`src/hdl/mrmf_pkg.sv`:
```
/*
 * shared constants for the serial master framer: function codes,
 * frame layout, crc figures, silence timing and result codes.
 * assumes a 10 MHz system clock and a byte-wide uart layer outside the block.
 */
package mrmf_pkg;

    // clock and line timing
    localparam int unsigned CLK_HZ         = 10_000_000;
    localparam int unsigned BAUD           = 9_600;
    localparam int unsigned BITS_PER_CHAR  = 11;
    // silence of three and a half characters, in tenths of a character
    localparam int unsigned SILENCE_TENTHS = 35;
    localparam int unsigned SILENCE_CYC    =
        (CLK_HZ * BITS_PER_CHAR * SILENCE_TENTHS + BAUD * 10 - 1) / (BAUD * 10);

    // station address limits
    localparam logic [7:0] ADDR_BCAST = 8'h00;
    localparam logic [7:0] ADDR_MAX   = 8'hF7;

    // function codes
    localparam logic [7:0] FC_RD_COILS  = 8'h01;
    localparam logic [7:0] FC_RD_DISC   = 8'h02;
    localparam logic [7:0] FC_RD_HOLD   = 8'h03;
    localparam logic [7:0] FC_RD_INREG  = 8'h04;
    localparam logic [7:0] FC_WR_COIL   = 8'h05;
    localparam logic [7:0] FC_WR_REG    = 8'h06;
    localparam logic [7:0] FC_WR_COILS  = 8'h0F;
    localparam logic [7:0] FC_WR_REGS   = 8'h10;
    localparam int unsigned FC_ERR_BIT  = 7;

    // crc
    localparam logic [15:0] CRC_POLY = 16'hA001;
    localparam logic [15:0] CRC_INIT = 16'hFFFF;

    // frame sizes
    localparam int unsigned HDR_BYTES  = 6;
    localparam int unsigned PAY_WORDS  = 8;
    localparam int unsigned RX_MAX     = 32;
    localparam int unsigned FIFO_DEPTH = 16;
    localparam int unsigned FIFO_WIDTH = 8;

    // result codes
    localparam logic [1:0] RES_OK     = 2'h0;
    localparam logic [1:0] RES_EXCEPT = 2'h1;
    localparam logic [1:0] RES_BADCMD = 2'h2;
    localparam logic [1:0] RES_MISM   = 2'h3;

endpackage

```
`src/hdl/mrmf_byte_if.sv`:
```
/*
 * valid/ready byte stream between the framer and its fifo.
 * assumes one clock for both ends.
 */
`timescale 1ns/100ps
`default_nettype none
interface mrmf_byte_if;
    logic       valid;
    logic       ready;
    logic [7:0] data;
    modport src (output valid, output data, input ready);
    modport snk (input valid, input data, output ready);
endinterface
`default_nettype wire

```
`src/hdl/mrmf_fifo.sv`:
```
/*
 * flip-flop fifo with valid/ready on both sides, honest full and empty.
 * assumes a single clock and asynchronous active-low reset.
 */
`timescale 1ns/100ps
`default_nettype none
module mrmf_fifo #(
    parameter int unsigned WIDTH = 8,
    parameter int unsigned DEPTH = 16
) (
    // clock and reset
    input  wire logic             clk,
    input  wire logic             arst_n,
    // fill side
    input  wire logic             in_valid,
    output logic                  in_ready,
    input  wire logic [WIDTH-1:0] in_data,
    // drain side
    output logic                  out_valid,
    input  wire logic             out_ready,
    output logic      [WIDTH-1:0] out_data
);
    localparam int unsigned AW = $clog2(DEPTH);

    logic [WIDTH-1:0] mem_q [DEPTH];
    logic [AW-1:0]    wr_q;
    logic [AW-1:0]    rd_q;
    logic [AW:0]      cnt_q;
    logic             push;
    logic             pop;

    // handshakes
    assign in_ready  = (cnt_q != (AW+1)'(DEPTH));
    assign out_valid = (cnt_q != '0);
    assign out_data  = mem_q[rd_q];
    assign push      = in_valid & in_ready;
    assign pop       = out_valid & out_ready;

    // storage
    always_ff @(posedge clk)
    begin
        if (push)
        begin
            mem_q[wr_q] <= in_data;
        end
    end

    // pointers and fill count
    always_ff @(posedge clk or negedge arst_n)
    begin
        if (!arst_n)
        begin
            wr_q  <= '0;
            rd_q  <= '0;
            cnt_q <= '0;
        end
        else
        begin
            if (push)
            begin
                wr_q <= wr_q + AW'(1);
            end
            if (pop)
            begin
                rd_q <= rd_q + AW'(1);
            end
            cnt_q <= cnt_q + (AW+1)'(push) - (AW+1)'(pop);
        end
    end
endmodule
`default_nettype wire

```
`src/hdl/mrmf_framer.sv`:
```
/*
 * serial master framer: builds queries from a command, sends them through a
 * 16-byte fifo to the uart, then parses the slave reply until line silence.
 * assumes an outside uart that takes tx bytes on valid/ready and gives rx
 * bytes as single-cycle strobes from another domain (synchronised here).
 */
`timescale 1ns/100ps
`default_nettype none
module mrmf_framer (
    // clock and reset
    input  wire logic        clk,
    input  wire logic        arst_n,
    // command
    input  wire logic        cmd_valid,
    output logic             cmd_ready,
    input  wire logic [7:0]  cmd_station_address,
    input  wire logic [7:0]  cmd_func,
    input  wire logic [15:0] cmd_ref,
    input  wire logic [15:0] cmd_count,
    input  wire logic [3:0]  cmd_words,
    input  wire logic        cmd_swap32,
    input  wire logic [127:0] cmd_payload,
    // uart transmit
    output logic             tx_valid,
    input  wire logic        tx_ready,
    output logic [7:0]       tx_data,
    // uart receive
    input  wire logic        rx_strobe,
    input  wire logic [7:0]  rx_byte,
    // result
    output logic             res_valid,
    output logic [1:0]       res_code,
    output logic [7:0]       res_exc,
    output logic [7:0]       res_len,
    output logic [7:0]       res_data0,
    output logic [7:0]       res_data1
);
    typedef enum logic [4:0] {
        S_IDLE = 5'b00001,
        S_SEND = 5'b00010,
        S_WAIT = 5'b00100,
        S_RECV = 5'b01000,
        S_DONE = 5'b10000
    } mrmf_state_t;

    // crc step over one byte
    function automatic logic [15:0] crc_byte(input logic [15:0] c, input logic [7:0] b);
        logic [15:0] r;
        r = c ^ {8'h00, b};
        for (int i = 0; i < 8; i++)
        begin
            r = r[0] ? ((r >> 1) ^ mrmf_pkg::CRC_POLY) : (r >> 1);
        end
        return r;
    endfunction

    // function code in the supported set of eight codes, reads and writes alike
    function automatic logic fc_ok(input logic [7:0] f);
        case (f)
            mrmf_pkg::FC_RD_COILS, mrmf_pkg::FC_RD_DISC,
            mrmf_pkg::FC_RD_HOLD,  mrmf_pkg::FC_RD_INREG,
            mrmf_pkg::FC_WR_COIL,  mrmf_pkg::FC_WR_REG,
            mrmf_pkg::FC_WR_COILS, mrmf_pkg::FC_WR_REGS: fc_ok = 1'b1;
            default:                                     fc_ok = 1'b0;
        endcase
    endfunction

    // function codes whose query carries words after the header
    function automatic logic fc_multi(input logic [7:0] f);
        fc_multi = (f == mrmf_pkg::FC_WR_COILS) || (f == mrmf_pkg::FC_WR_REGS);
    endfunction

    mrmf_state_t  st_q;
    logic [7:0]   qbuf_q [mrmf_pkg::HDR_BYTES + 1 + 2*mrmf_pkg::PAY_WORDS + 2];
    logic [5:0]   qlen_q;
    logic [5:0]   qidx_q;
    logic [15:0]  tx_crc_q;
    logic         bcast_q;
    logic [7:0]   qfunc_q;
    logic [15:0]  rx_crc_q;
    logic [7:0]   rx_cnt_q;
    logic [7:0]   rx_b1_q;
    logic [7:0]   rx_b2_q;
    logic [7:0]   rx_b3_q;
    logic [7:0]   rx_b4_q;
    logic [23:0]  sil_q;
    logic         rs1_q;
    logic         rs2_q;
    logic         rs3_q;
    logic [7:0]   rd1_q;
    logic [7:0]   rd2_q;
    logic         rx_ev;
    logic         cmd_ok;
    logic         cmd_ready_q;
    logic         res_valid_q;
    logic [1:0]   res_code_q;
    logic [7:0]   res_exc_q;
    logic [7:0]   res_len_q;
    logic [7:0]   res_d0_q;
    logic [7:0]   res_d1_q;
    logic [7:0]   nxt_byte;
    logic         crc_phase;
    mrmf_byte_if  fq_in ();

    // receive strobe and byte pass two flops, edge taken after
    always_ff @(posedge clk or negedge arst_n)
    begin
        if (!arst_n)
        begin
            rs1_q <= 1'b0;
            rs2_q <= 1'b0;
            rs3_q <= 1'b0;
            rd1_q <= 8'h00;
            rd2_q <= 8'h00;
        end
        else
        begin
            rs1_q <= rx_strobe;
            rs2_q <= rs1_q;
            rs3_q <= rs2_q;
            rd1_q <= rx_byte;
            rd2_q <= rd1_q;
        end
    end
    assign rx_ev = rs2_q & ~rs3_q;

    // command check: address range, function set
    assign cmd_ok = (cmd_station_address <= mrmf_pkg::ADDR_MAX)
                  && fc_ok(cmd_func);

    // next byte to push: stored byte, then crc low and high
    assign crc_phase = (qidx_q >= qlen_q);
    assign nxt_byte  = !crc_phase ? qbuf_q[qidx_q[4:0]]
                     : (qidx_q == qlen_q) ? tx_crc_q[7:0] : tx_crc_q[15:8];
    assign fq_in.valid = (st_q == S_SEND);
    assign fq_in.data  = nxt_byte;

    // query assembly buffer
    always_ff @(posedge clk)
    begin
        if (st_q == S_IDLE && cmd_valid && cmd_ok)
        begin
            qbuf_q[0] <= cmd_station_address;
            qbuf_q[1] <= cmd_func;
            qbuf_q[2] <= cmd_ref[15:8];
            qbuf_q[3] <= cmd_ref[7:0];
            qbuf_q[4] <= cmd_count[15:8];
            qbuf_q[5] <= cmd_count[7:0];
            qbuf_q[6] <= {3'b000, cmd_words, 1'b0};
            for (int w = 0; w < mrmf_pkg::PAY_WORDS; w++)
            begin
                // pairs swapped so the more significant word of each pair leaves first
                automatic int src = (cmd_swap32) ? (w ^ 1) : w;
                qbuf_q[7+2*w] <= cmd_payload[16*src+8 +: 8];
                qbuf_q[8+2*w] <= cmd_payload[16*src   +: 8];
            end
        end
    end

    // main sequencing
    always_ff @(posedge clk or negedge arst_n)
    begin
        if (!arst_n)
        begin
            st_q     <= S_IDLE;
            qlen_q   <= 6'd0;
            qidx_q   <= 6'd0;
            tx_crc_q <= mrmf_pkg::CRC_INIT;
            bcast_q  <= 1'b0;
            qfunc_q  <= 8'h00;
        end
        else
        begin
            case (st_q)
                S_IDLE:
                begin
                    // only a command starts bus traffic
                    if (cmd_valid && cmd_ok)
                    begin
                        st_q     <= S_SEND;
                        qidx_q   <= 6'd0;
                        tx_crc_q <= mrmf_pkg::CRC_INIT;
                        bcast_q  <= (cmd_station_address == mrmf_pkg::ADDR_BCAST);
                        qfunc_q  <= cmd_func;
                        if (fc_multi(cmd_func))
                        begin
                            qlen_q <= 6'(mrmf_pkg::HDR_BYTES + 1) + {1'b0, cmd_words, 1'b0};
                        end
                        else
                        begin
                            qlen_q <= 6'(mrmf_pkg::HDR_BYTES);
                        end
                    end
                end
                S_SEND:
                begin
                    if (fq_in.ready)
                    begin
                        if (!crc_phase)
                        begin
                            tx_crc_q <= crc_byte(tx_crc_q, nxt_byte);
                        end
                        qidx_q <= qidx_q + 6'd1;
                        if (qidx_q == qlen_q + 6'd1)
                        begin
                            st_q <= bcast_q ? S_DONE : S_WAIT;
                        end
                    end
                end
                S_WAIT:
                begin
                    if (rx_ev)
                    begin
                        st_q <= S_RECV;
                    end
                end
                S_RECV:
                begin
                    if (sil_q == 24'(mrmf_pkg::SILENCE_CYC))
                    begin
                        st_q <= S_DONE;
                    end
                end
                S_DONE:  st_q <= S_IDLE;
                default: st_q <= S_IDLE;
            endcase
        end
    end

    // reply capture and silence counter
    always_ff @(posedge clk or negedge arst_n)
    begin
        if (!arst_n)
        begin
            rx_crc_q <= mrmf_pkg::CRC_INIT;
            rx_cnt_q <= 8'h00;
            rx_b1_q  <= 8'h00;
            rx_b2_q  <= 8'h00;
            rx_b3_q  <= 8'h00;
            rx_b4_q  <= 8'h00;
            sil_q    <= 24'h00_0000;
        end
        else if (st_q == S_WAIT || st_q == S_RECV)
        begin
            if (rx_ev)
            begin
                rx_crc_q <= crc_byte(rx_crc_q, rd2_q);
                rx_cnt_q <= rx_cnt_q + 8'h01;
                sil_q    <= 24'h00_0000;
                case (rx_cnt_q)
                    8'h01:   rx_b1_q <= rd2_q;
                    8'h02:   rx_b2_q <= rd2_q;
                    8'h03:   rx_b3_q <= rd2_q;
                    8'h04:   rx_b4_q <= rd2_q;
                    default: ;
                endcase
            end
            else if (st_q == S_RECV)
            begin
                sil_q <= sil_q + 24'h00_0001;
            end
        end
        else
        begin
            rx_crc_q <= mrmf_pkg::CRC_INIT;
            rx_cnt_q <= 8'h00;
            sil_q    <= 24'h00_0000;
        end
    end

    // result and command-ready outputs
    always_ff @(posedge clk or negedge arst_n)
    begin
        if (!arst_n)
        begin
            cmd_ready_q <= 1'b0;
            res_valid_q <= 1'b0;
            res_code_q  <= mrmf_pkg::RES_OK;
            res_exc_q   <= 8'h00;
            res_len_q   <= 8'h00;
            res_d0_q    <= 8'h00;
            res_d1_q    <= 8'h00;
        end
        else
        begin
            cmd_ready_q <= (st_q == S_IDLE) && !cmd_valid;
            res_valid_q <= 1'b0;
            if (st_q == S_IDLE && cmd_valid && !cmd_ok)
            begin
                res_valid_q <= 1'b1;
                res_code_q  <= mrmf_pkg::RES_BADCMD;
                res_len_q   <= 8'h00;
            end
            else if (st_q == S_SEND && bcast_q && fq_in.ready && qidx_q == qlen_q + 6'd1)
            begin
                res_valid_q <= 1'b1;
                res_code_q  <= mrmf_pkg::RES_OK;
                res_len_q   <= 8'h00;
            end
            else if (st_q == S_RECV && sil_q == 24'(mrmf_pkg::SILENCE_CYC))
            begin
                // good crc leaves residue zero; failing frames are dropped
                if (rx_crc_q == 16'h0000 && rx_cnt_q >= 8'h05)
                begin
                    res_valid_q <= 1'b1;
                    res_len_q   <= rx_cnt_q - 8'h02;
                    res_exc_q   <= rx_b2_q;
                    res_d0_q    <= rx_b3_q;
                    res_d1_q    <= rx_b4_q;
                    if (rx_b1_q[mrmf_pkg::FC_ERR_BIT])
                    begin
                        res_code_q <= mrmf_pkg::RES_EXCEPT;
                    end
                    else if (rx_b1_q != qfunc_q)
                    begin
                        res_code_q <= mrmf_pkg::RES_MISM;
                    end
                    else
                    begin
                        res_code_q <= mrmf_pkg::RES_OK;
                    end
                end
            end
        end
    end

    assign cmd_ready = cmd_ready_q;
    assign res_valid = res_valid_q;
    assign res_code  = res_code_q;
    assign res_exc   = res_exc_q;
    assign res_len   = res_len_q;
    assign res_data0 = res_d0_q;
    assign res_data1 = res_d1_q;

    // outgoing byte fifo, drained by the uart
    mrmf_fifo #(
        .WIDTH (mrmf_pkg::FIFO_WIDTH),
        .DEPTH (mrmf_pkg::FIFO_DEPTH)
    ) u_txq (
        .clk       (clk),
        .arst_n    (arst_n),
        .in_valid  (fq_in.valid),
        .in_ready  (fq_in.ready),
        .in_data   (fq_in.data),
        .out_valid (tx_valid),
        .out_ready (tx_ready),
        .out_data  (tx_data)
    );
endmodule
`default_nettype wire

```
`config.mk`:
```
export PLATFORM = sky130hd
export DESIGN_NAME = mrmf_framer
export DESIGN_NICKNAME = d
export VERILOG_FILES = /design/src/hdl/mrmf_pkg.sv /design/src/hdl/mrmf_byte_if.sv /design/src/hdl/mrmf_fifo.sv /design/src/hdl/mrmf_framer.sv
export SDC_FILE = /design/constraint.sdc
export NUM_CORES = 1
export LEC_CHECK = 0
export BUFFER_PORTS_ARGS = -buffer_cell sky130_fd_sc_hd__buf_2
export CAP_MARGIN = 20
export CORE_MARGIN = 1.5
export CORE_UTILIZATION = 40
export CTS_CLUSTER_SIZE = 8
export DETAILED_ROUTE_END_ITERATION = 8
export SYNTH_ARGS = -nofsm -noshare
export SYNTH_HDL_FRONTEND = slang
export SYNTH_SLANG_ARGS = --single-unit
```
`constraint.sdc`:
```
create_clock -name clk -period 18.5 [get_ports clk]
set_clock_uncertainty 0.15 [all_clocks]
set_input_delay 0.925 -clock clk [delete_from_list [all_inputs] [get_ports clk]]
set_output_delay 0.925 -clock clk [all_outputs]
set_load 0.05 [all_outputs]
```
==> results.py, run 1 <==
metrics = {
    "clocking": {
        "clk_pin_slew_ns": 0.05,
        "cts_tree": "yes",
        "clock_latency_ns": 0.59,
        "cts_resized": 0,
        "root_buffer": "clkbuf_16",
        "cts_hold_buf": 0,
        "htree_levels": 3,
        "post_cts_buffers": 0,
        "clock_sinks": 498,
        "cts_made_buffers": 72,
        "clockBufferDepth": 3,
    },
    "detailed_routing": {
        "post_drt_wl_per_cell_um": 19.6,
        "drt-initial-drc-count": 1001,
        "first_pass_iters": 5,
        "route.vias.total": 13300,
        "ant_nets": 0,
        "drc": 0,
        "wirelength_um": 50400,
        "via_per_inst": 5.17,
    },
    "floorplanning": {
        "die_area_um2": 57600,
        "coreArea_um2": 55300,
        "rows": 86,
        "start_util_pct": 40.6,
        "io_pins": 239,
        "die_y_um": 240,
        "dieWidth_um": 240,
    },
    "layout": {
        "nNetsFinal": 2009,
        "drive_above_1_share_pct": 36.4,
        "final_cell_area_um2": 26600,
        "area_delta_synth_final_pct": 18.4,
        "finalNonFillerCells": 2578,
        "antenna_cells": 0,
    },
    "critical_path": {
        "slowest_stage": "buf_4",
        "path_cells": "buf_4 -> ha_1 -> a21oi_1 -> o21ai_1 -> buf_4 -> nor4_1 -> o2bb2ai_1 -> xnor2_2 -> xnor2_1 -> xnor3_2 -> xnor2_1 -> a21oi_1",
        "startpoint_type": "register",
        "path_buf_inv": 2,
        "setup.worst_path.end_class": "register",
        "criticalPathCategory": "reg -> reg",
        "required_ns": 18.87,
        "cp_slowest_stage_delay_ns": 0.63,
        "crit_arrival_ns": 4.42,
        "reg2reg_slack_ns": 14.46,
        "crit_family": "buffers and inverters",
        "crit_path_max_fanout": 49,
    },
    "logic_synthesis": {
        "async_reset_ff_share_pct": 38.2,
        "synth_nets": 1738,
        "synth_warnings": 0,
        "synth_commonest_cells": "308 x edfxtp_1, 200 x mux2_2, 157 x dfrtp_1, 97 x nand2_1, 88 x nor2_1",
        "ys_seq_elements": 498,
        "synth_area_um2": 22500,
        "synthesis.area_per_instance_um2": 14.8,
        "netlist_top_cells_area": "edfxtp_1 41%, dfrtp_1 17%, mux2_2 10%",
        "synth_top_area_share_pct": 41.1,
        "syn_inst": 1515,
        "yosysMostFrequentCell": "edfxtp_1",
        "synth_top_flop_cell": "edfxtp_1",
        "synth.largest_area_cell": "edfxtp_1",
        "synth_edf_count": 308,
        "synth.distinct_cells": 71,
        "ys_seq_area_share_pct": 62.5,
    },
    "status": {
        "outcome": "completed",
    },
    "timing": {
        "hold_viol_final": 0,
        "clock.fmax_ghz": 0.247,
        "setup_viol": 0,
        "rsz0062_at_grt": "false",
        "worstMarginPinSlew_ns": 0.937,
        "final_max_slew_viol_count": 0,
        "period_minus_slack_ns": 4.04,
        "period_share_pct": 21.8,
        "tns_ns": 0,
        "slew_headroom_pct": 37.5,
    },
    "power": {
        "power_density_nw_per_um2": 127,
        "ir_drop_mv": 0.0625,
        "p_leak_nw": 10.3,
    },
    "global_routing": {
        "antenna_found_initial": 5,
        "grt.overflow.total": 0,
        "grt_max_degree": 77,
        "first_global_vias": 13500,
        "grt_first_pass_wirelength_um": 77700,
        "grt_use_total_pct": 17.7,
    },
    "placement": {
        "hpwl_um": 35300,
        "routabilityCongestion": 0.834,
        "post_dp_cell_area_um2": 24500,
        "dp_cells": 2457,
        "io_buffers": 238,
    },
    "run": {
        "cap_violations": 0,
    },
    "min_path": {
        "hp-class": "in -> async",
    },
}
-- state kept, by name (all words and copies together), names as in the netlist, 16 cells and up --
name and count:
tx_crc_q 16, rx_crc_q 16, sil_q 24, qbuf_q 180, u_txq.mem_q 128
-- logic make-up after synthesis --
family                   Yosys count  share of synthesized area, %
flip-flops                       498                          62.5
AND/OR/NAND/NOR                  331                          7.09
multiplexers                     295                          18.3
AO/OA/AOI/OAI                    160                          4.65
buffers and inverters            107                          2.07
XOR/XNOR                          95                          3.80
adder cells (fa/ha/maj)           29                          1.65
-- metal layers --
| metal | GRT usage (%) | share of wire (%) | vias up |
|---|---|---|---|
| li1 | - | - | 6244 |
| met1 | 24.6 | 46 | 6675 |
| met2 | 28.0 | 47 | 329 |
| met3 | 3.32 | 4.9 | 71 |
| met4 | 5.77 | 1.9 | 10 |
| met5 | 0 | 0.097 | - |
-- worst paths after layout --
path,start,end,depth (start not counted)
worst max-delay path,qidx_q[1],tx_crc_q[0],12
worst min-delay path,arst_n,res_len[6],1
worst max register to register,qidx_q[1],tx_crc_q[0],12
worst min register to register,rs1_q,rs2_q,0
max in group asynchronous,arst_n,rd2_q[3],2
min in group clk,rs1_q,rs2_q,0
-- layout make-up --
class                   instances  area (µm²)
inverters                      36         135
multi-input cells             910        7980
fillers                      4858       28700
repair buffers                268        1430
clock buffers                 111        1980
clock inverters                 7         109
flip-flops and latches        498       14100
well taps                     748         936
-- through the flow --
stage | util [%] | hold WS (ns) | worst slack [ns] | total power [W]
after floorplan | - | 0.181 | 10.71 | 0.00198
after global placement | 44.3 | 0.183 | 14.42 | 0.00218
after detailed placement | 44.3 | 0.186 | 14.39 | 0.00220
after CTS | 48.1 | 0.162 | 14.42 | 0.00343
after global routing | 48.1 | 0.200 | 14.24 | 0.00354
final | 48.1 | 0.171 | 14.46 | 0.00339
-- power by group --
part	internal, W	switching, W
logic	0.000357	0.000447
registers	0.00129	0.0000807
clock network	0.000746	0.000466
total	0.00239	0.000993
-- worst register-to-register path, cell delays in order, from the launching register on --
cell and delay (ns):
dfrtp_4 0.59, buf_4 0.63, ha_1 0.39, a21oi_1 0.18, o21ai_1 0.08, buf_4 0.21
nor4_1 0.51, o2bb2ai_1 0.24, xnor2_2 0.20, xnor2_1 0.18, xnor3_2 0.31, xnor2_1 0.15
a21oi_1 0.14
-- placed cells by master (no fill, tap or decap), types with 4 or more instances in the layout --
cell type,n
edfxtp_1,308
buf_2,236
mux2_2,200
dfrtp_1,152
nand2_1,97
nor2_1,88
clkbuf_16,73
mux4_2,66
xnor2_1,63
o21ai_0,42
a21oi_1,39
clkbuf_1,37
inv_1,36
dfstp_2,33
buf_4,31
xor2_1,30
ha_1,28
nand3_1,23
mux2i_1,21
nand4_1,20
nor4_1,17
nor3_1,16
o211ai_1,15
nor2b_1,14
a31oi_1,13
and2_1,11
nand2b_1,11
and3_1,11
or3_1,6
o31ai_1,6
o2bb2ai_1,5
and4_1,4
a211oi_1,4
mux4_1,4
a21o_1,4
dfrtp_2,4
Note: power is estimated with default switching activity, not from simulation.
==> run 2: changes to the inputs <==
==> constraint.sdc (replaced) <==
create_clock -name clk -period 3.7 [get_ports clk]
set_clock_uncertainty 0.15 [all_clocks]
set_input_delay 0.185 -clock clk [delete_from_list [all_inputs] [get_ports clk]]
set_output_delay 0.185 -clock clk [all_outputs]
set_load 0.05 [all_outputs]
==> results.py, run 2 (synthesized netlist as in run 1, its figures left out) <==
metrics = {
    "layout": {
        "final_cell_area_um2": 29300,
        "mostFrequentLayoutCells": "308 x edfxtp_1, 256 x dlygate4sd3_1, 236 x buf_2",
        "nNetsFinal": 2276,
        "area_delta_synth_final_pct": 30.4,
        "final_common_cell": "edfxtp_1",
        "largest_register": "qbuf_q",
        "reg.largest.list": "qbuf_q x180, u_txq.mem_q x128, sil_q x24",
        "regArea_um2": 14100,
        "postLayoutCoreUtil_pct": 53.0,
        "fillers": 4564,
        "drive_above_1_share_pct": 32.2,
        "multi_input_area_um2": 7980,
        "largest_register_ffs": 180,
        "antenna_cells": 0,
    },
    "placement": {
        "post_dp_cell_area_um2": 24700,
        "hpwl_um": 36400,
        "io_buffers": 238,
        "routabilityCongestion": 0.846,
    },
    "floorplanning": {
        "coreArea_um2": 55300,
        "die_area_um2": 57600,
        "rows": 86,
        "die_y_um": 240,
        "io_pins": 239,
        "dieWidth_um": 240,
        "start_util_pct": 40.6,
    },
    "timing": {
        "setup_viol": 0,
        "hold_viol_final": 0,
        "period_minus_slack_ns": 3.51,
        "hold_slack_ns": 0.0927,
        "tns_ns": 0,
        "clock.fmax_ghz": 0.285,
        "slew_headroom_pct": 31.9,
        "worstMarginPinSlew_ns": 1.01,
        "final_max_slew_viol_count": 0,
        "rsz0062_at_grt": "false",
        "period_share_pct": 94.8,
    },
    "power": {
        "power_density_nw_per_um2": 589,
        "finalPower_w": 0.0173,
        "p_leak_nw": 11.4,
        "ir_drop_mv": 0.283,
    },
    "clocking": {
        "clock_sinks": 498,
        "htree_levels": 3,
        "cts_tree": "yes",
        "clk_pin_slew_ns": 0.05,
        "clock_latency_ns": 0.60,
        "post_cts_buffers": 0,
        "root_buffer": "clkbuf_16",
        "cts_made_buffers": 72,
        "clockBufferDepth": 3,
    },
    "detailed_routing": {
        "route.vias.total": 14700,
        "post_drt_wl_per_cell_um": 19.4,
        "via_per_inst": 5.15,
        "drt-initial-drc-count": 1179,
        "wirelength_um": 55200,
        "first_pass_iters": 5,
        "drc": 0,
        "ant_nets": 0,
    },
    "critical_path": {
        "slowest_stage": "mux4_2",
        "setup.worst_path.end_class": "register",
        "crit_arrival_ns": 3.88,
        "cp_common_cell": "xnor2_1",
        "path_cells": "buf_4 -> mux4_2 -> mux2i_1 -> nor2_1 -> nor4_1 -> o22ai_1 -> xnor2_1 -> xnor3_2 -> xnor2_1 -> a21oi_1",
        "required_ns": 4.07,
        "path_buf_inv": 1,
        "crit_family": "XOR/XNOR gates",
        "cp_slowest_stage_delay_ns": 0.54,
        "criticalPathCategory": "reg -> reg",
        "startpoint_type": "register",
        "crit_path_max_fanout": 19,
    },
    "global_routing": {
        "grt_max_degree": 134,
        "grt_first_pass_wirelength_um": 85600,
        "first_global_vias": 15300,
        "grt_use_total_pct": 19.4,
        "grt.overflow.total": 0,
        "antenna_found_initial": 1,
    },
    "run": {
        "cap_violations": 0,
    },
    "min_path": {
        "hp-class": "in -> reg",
    },
    "status": {
        "outcome": "completed",
    },
}
## run 2: cell types whose count changed in the layout (fill, tap and decap cells not counted), moves of 2 or more
cell,before,now
buf_4,31,36
dlygate4sd3_1,0,256
inv_6,3,0
clkbuf_16,73,75
buf_12,0,6
## run 2: layout make-up
cell class | instances | area share, %
sequential | 498 | 47.9
multi-input combinational | 910 | 27.2
timing repair buffer | 535 | 14.1
clock buffer | 114 | 6.94
tap | 748 | 3.19
inverter | 36 | 0.461
clock inverter | 3 | 0.124
## run 2: path summary, 6_finish.rpt
path / start / to / slack, ns / depth (start not counted)
max: qidx_q[0] / tx_crc_q[0] / 0.19 / 10
min: rx_byte[3] / rd1_q[3] / 0.09 / 2
max reg2reg: qidx_q[0] / tx_crc_q[0] / 0.19 / 10
min reg2reg: rd1_q[3] / rd2_q[3] / 0.19 / 0
max in group asynchronous: arst_n / tx_crc_q[13] / 2.32 / 3
min in group asynchronous: arst_n / res_len[6] / 0.11 / 2
## run 2: worst reg2reg max path: stages, from the launching register on
cell and delay (ns):
dfrtp_2 0.36, buf_4 0.31, mux4_2 0.55, mux2i_1 0.29, nor2_1 0.10, nor4_1 0.40
o22ai_1 0.23, xnor2_1 0.26, xnor3_2 0.50, xnor2_1 0.15, a21oi_1 0.15
## run 2: power by group
part | internal [W] | total [W] | switching [W]
combinational | 0.00204 | 0.00448 | 0.00244
sequential | 0.00646 | 0.00673 | 0.000276
clock | 0.00372 | 0.00604 | 0.00232
## run 2: metrics by stage
step                      cells  worst slack, ns
after floorplan            1515            0.210
after global placement     2469            0.248
after detailed placement   2471            0.133
after CTS                  2844            0.125
after global routing       2844          0.00267
final                      2844            0.192
## run 2: timing repair
action / in CTS / in global routing
hold buffers: 256 / 0
hold endpoints to repair: 301 / 0
setup endpoints to repair: 0 / 3
gates resized for setup: 0 / 1
## run 2: routing by layer
layer	track usage, %	vias to the layer above	part of all wire (%)
li1	-	6796	-
met1	25.8	7311	44
met2	31.5	433	48
met3	3.85	109	5.2
met4	7.28	2	2.9
met5	0	-	0.036
==> run 3: changes to the inputs <==
--- a/config.mk
+++ b/config.mk
@@ -5,12 +5,12 @@
 export SDC_FILE = /design/constraint.sdc
 export NUM_CORES = 1
 export LEC_CHECK = 0
-export BUFFER_PORTS_ARGS = -buffer_cell sky130_fd_sc_hd__buf_2
 export CAP_MARGIN = 20
 export CORE_MARGIN = 1.5
-export CORE_UTILIZATION = 40
+export CORE_UTILIZATION = 45
 export CTS_CLUSTER_SIZE = 8
 export DETAILED_ROUTE_END_ITERATION = 8
+export DONT_BUFFER_PORTS = 1
 export SYNTH_ARGS = -nofsm -noshare
 export SYNTH_HDL_FRONTEND = slang
 export SYNTH_SLANG_ARGS = --single-unit
==> results.py, run 3 (synthesized netlist as in run 1, its figures left out) <==
metrics = {
    "status": {
        "outcome": "finished, violations left",
        "violations": "hold timing",
    },
    "global_routing": {
        "grt.overflow.total": 0,
        "grt_max_degree": 191,
        "first_global_vias": 14700,
        "use_met2_pct": 36.8,
        "grt_most_used_layer": "met2",
        "grt_first_pass_wirelength_um": 85400,
        "met3_usage_pct": 4.59,
        "grt_use_total_pct": 22.0,
        "antenna_found_initial": 2,
        "gr-usage-met1_pct": 28.3,
    },
    "placement": {
        "io_buffers": 0,
        "dp_cells": 2148,
        "routabilityCongestion": 0.851,
        "hpwl_um": 35100,
    },
    "detailed_routing": {
        "ant_nets": 0,
        "wirelength_um": 55400,
        "drc": 0,
        "route.vias.total": 13900,
        "post_drt_wl_per_cell_um": 21.4,
        "via_per_inst": 5.37,
        "drt-initial-drc-count": 917,
        "first_pass_iters": 5,
    },
    "critical_path": {
        "criticalPathCategory": "reg -> reg",
        "startpoint_type": "register",
        "crit_path_max_fanout": 9,
        "setup.worst_path.end_class": "register",
        "slowest_stage": "xnor3_2",
        "crit_arrival_ns": 3.87,
        "path_cells": "inv_1 -> ha_1 -> a211o_1 -> a21oi_1 -> o21ai_2 -> buf_4 -> nor4_2 -> o22ai_2 -> xnor2_1 -> xnor3_2 -> xnor2_1 -> a21oi_1",
        "required_ns": 4.06,
        "reg2reg_slack_ns": 0.19,
        "cp_slowest_stage_delay_ns": 0.51,
    },
    "clocking": {
        "root_buffer": "clkbuf_16",
        "clk_pin_slew_ns": 0.05,
        "clock_latency_ns": 0.60,
        "clockBufferDepth": 3,
        "post_cts_buffers": 0,
        "clock_sinks": 498,
        "cts_tree": "yes",
        "cts_hold_buf": 330,
        "cts_made_buffers": 72,
        "htree_levels": 3,
    },
    "layout": {
        "fillers": 3754,
        "mostFrequentLayoutCells": "330 x dlygate4sd3_1, 308 x edfxtp_1, 200 x mux2_2",
        "area_delta_synth_final_pct": 28.2,
        "multi_input_area_um2": 8010,
        "largest_register": "qbuf_q",
        "drive_above_1_share_pct": 23.0,
        "finalNonFillerCells": 2593,
        "final_common_cell": "dlygate4sd3_1",
        "reg.largest.list": "qbuf_q x180, u_txq.mem_q x128, sil_q x24",
        "nNetsFinal": 2111,
        "largest_register_ffs": 180,
        "regArea_um2": 14100,
    },
    "floorplanning": {
        "coreArea_um2": 49200,
        "dieWidth_um": 226,
        "die_area_um2": 51300,
        "start_util_pct": 45.7,
        "die_y_um": 226,
        "io_pins": 239,
        "rows": 81,
    },
    "timing": {
        "hold_slack_ns": -0.851,
        "worstMarginPinSlew_ns": 1.00,
        "hold_viol_final": 190,
        "slew_headroom_pct": 32.6,
        "clock.fmax_ghz": 0.285,
        "final_max_slew_viol_count": 0,
        "tns_ns": 0,
        "period_minus_slack_ns": 3.51,
        "setup_viol": 0,
        "period_share_pct": 94.9,
    },
    "power": {
        "p_leak_nw": 10.8,
        "ir_drop_mv": 0.388,
        "power_density_nw_per_um2": 595,
    },
    "run": {
        "cap_violations": 0,
    },
    "min_path": {
        "hp-class": "in -> async",
    },
}
-- run 3: final timing paths --
check,cells after the start,to,from
max,12,tx_crc_q[15],qlen_q[3]
min,0,u_txq.rd_q[2],arst_n
max reg2reg,12,tx_crc_q[15],qlen_q[3]
min reg2reg,0,rd2_q[5],rd1_q[5]
max in group asynchronous,0,rx_crc_q[12],arst_n
min in group clk,5,st_q[0],cmd_func[4]
-- run 3: final cells by class --
| cell class | count | share of cell area, % |
|---|---|---|
| repair buffers | 370 | 12.9 |
| diodes | 1 | 0.00869 |
| well taps | 664 | 2.88 |
| clock buffers | 108 | 6.87 |
| flip-flops and latches | 498 | 48.8 |
| multi-input cells | 910 | 27.8 |
| inverters | 36 | 0.469 |
| clock inverters | 6 | 0.291 |
-- run 3: critical path, delay by kind of cell (launching register included) --
kind,cells,cell delay (ns)
AOI/OAI and AO/OA,5,0.95
xor gates and xnor gates,3,0.91
adders and majority gates,1,0.33
buffers and inverters,2,0.28
DFF,1,0.38
and+or+nand+nor,1,0.40
-- run 3: metrics by stage --
| stage | worst slack, ns | instance area, µm² | hold slack (ns) | total power (W) | utilization (%) |
|---|---|---|---|---|---|
| after floorplan | 0.210 | 22500 | -0.261 | 0.00990 | - |
| after global placement | 0.279 | 23400 | -0.244 | 0.0108 | 47.6 |
| after detailed placement | 0.151 | 23400 | -0.243 | 0.0109 | 47.6 |
| after CTS | 0.136 | 28800 | -0.887 | 0.0173 | 58.5 |
| after global routing | -0.0177 | 28800 | -0.882 | 0.0179 | 58.6 |
| final | 0.187 | 28800 | -0.851 | 0.0172 | 58.6 |
-- run 3: metal layers --
layer | wire length (µm) | up-vias
met5 | 12 | -
met1 | 23900 | 7020
met4 | 1370 | 2
met2 | 27600 | 367
li1 | - | 6448
met3 | 2640 | 84
-- run 3: power by group --
group	internal [W]	total, W	switching, W
Combinational	0.00202	0.00427	0.00225
Sequential	0.00646	0.00684	0.000385
Clock	0.00367	0.00604	0.00237
Total	0.0122	0.0172	0.00500
-- run 3: timing repair --
item,in CTS,in global routing
setup endpoints to repair,0,2
endpoints found under the hold margin,403,190
resized for setup,0,5
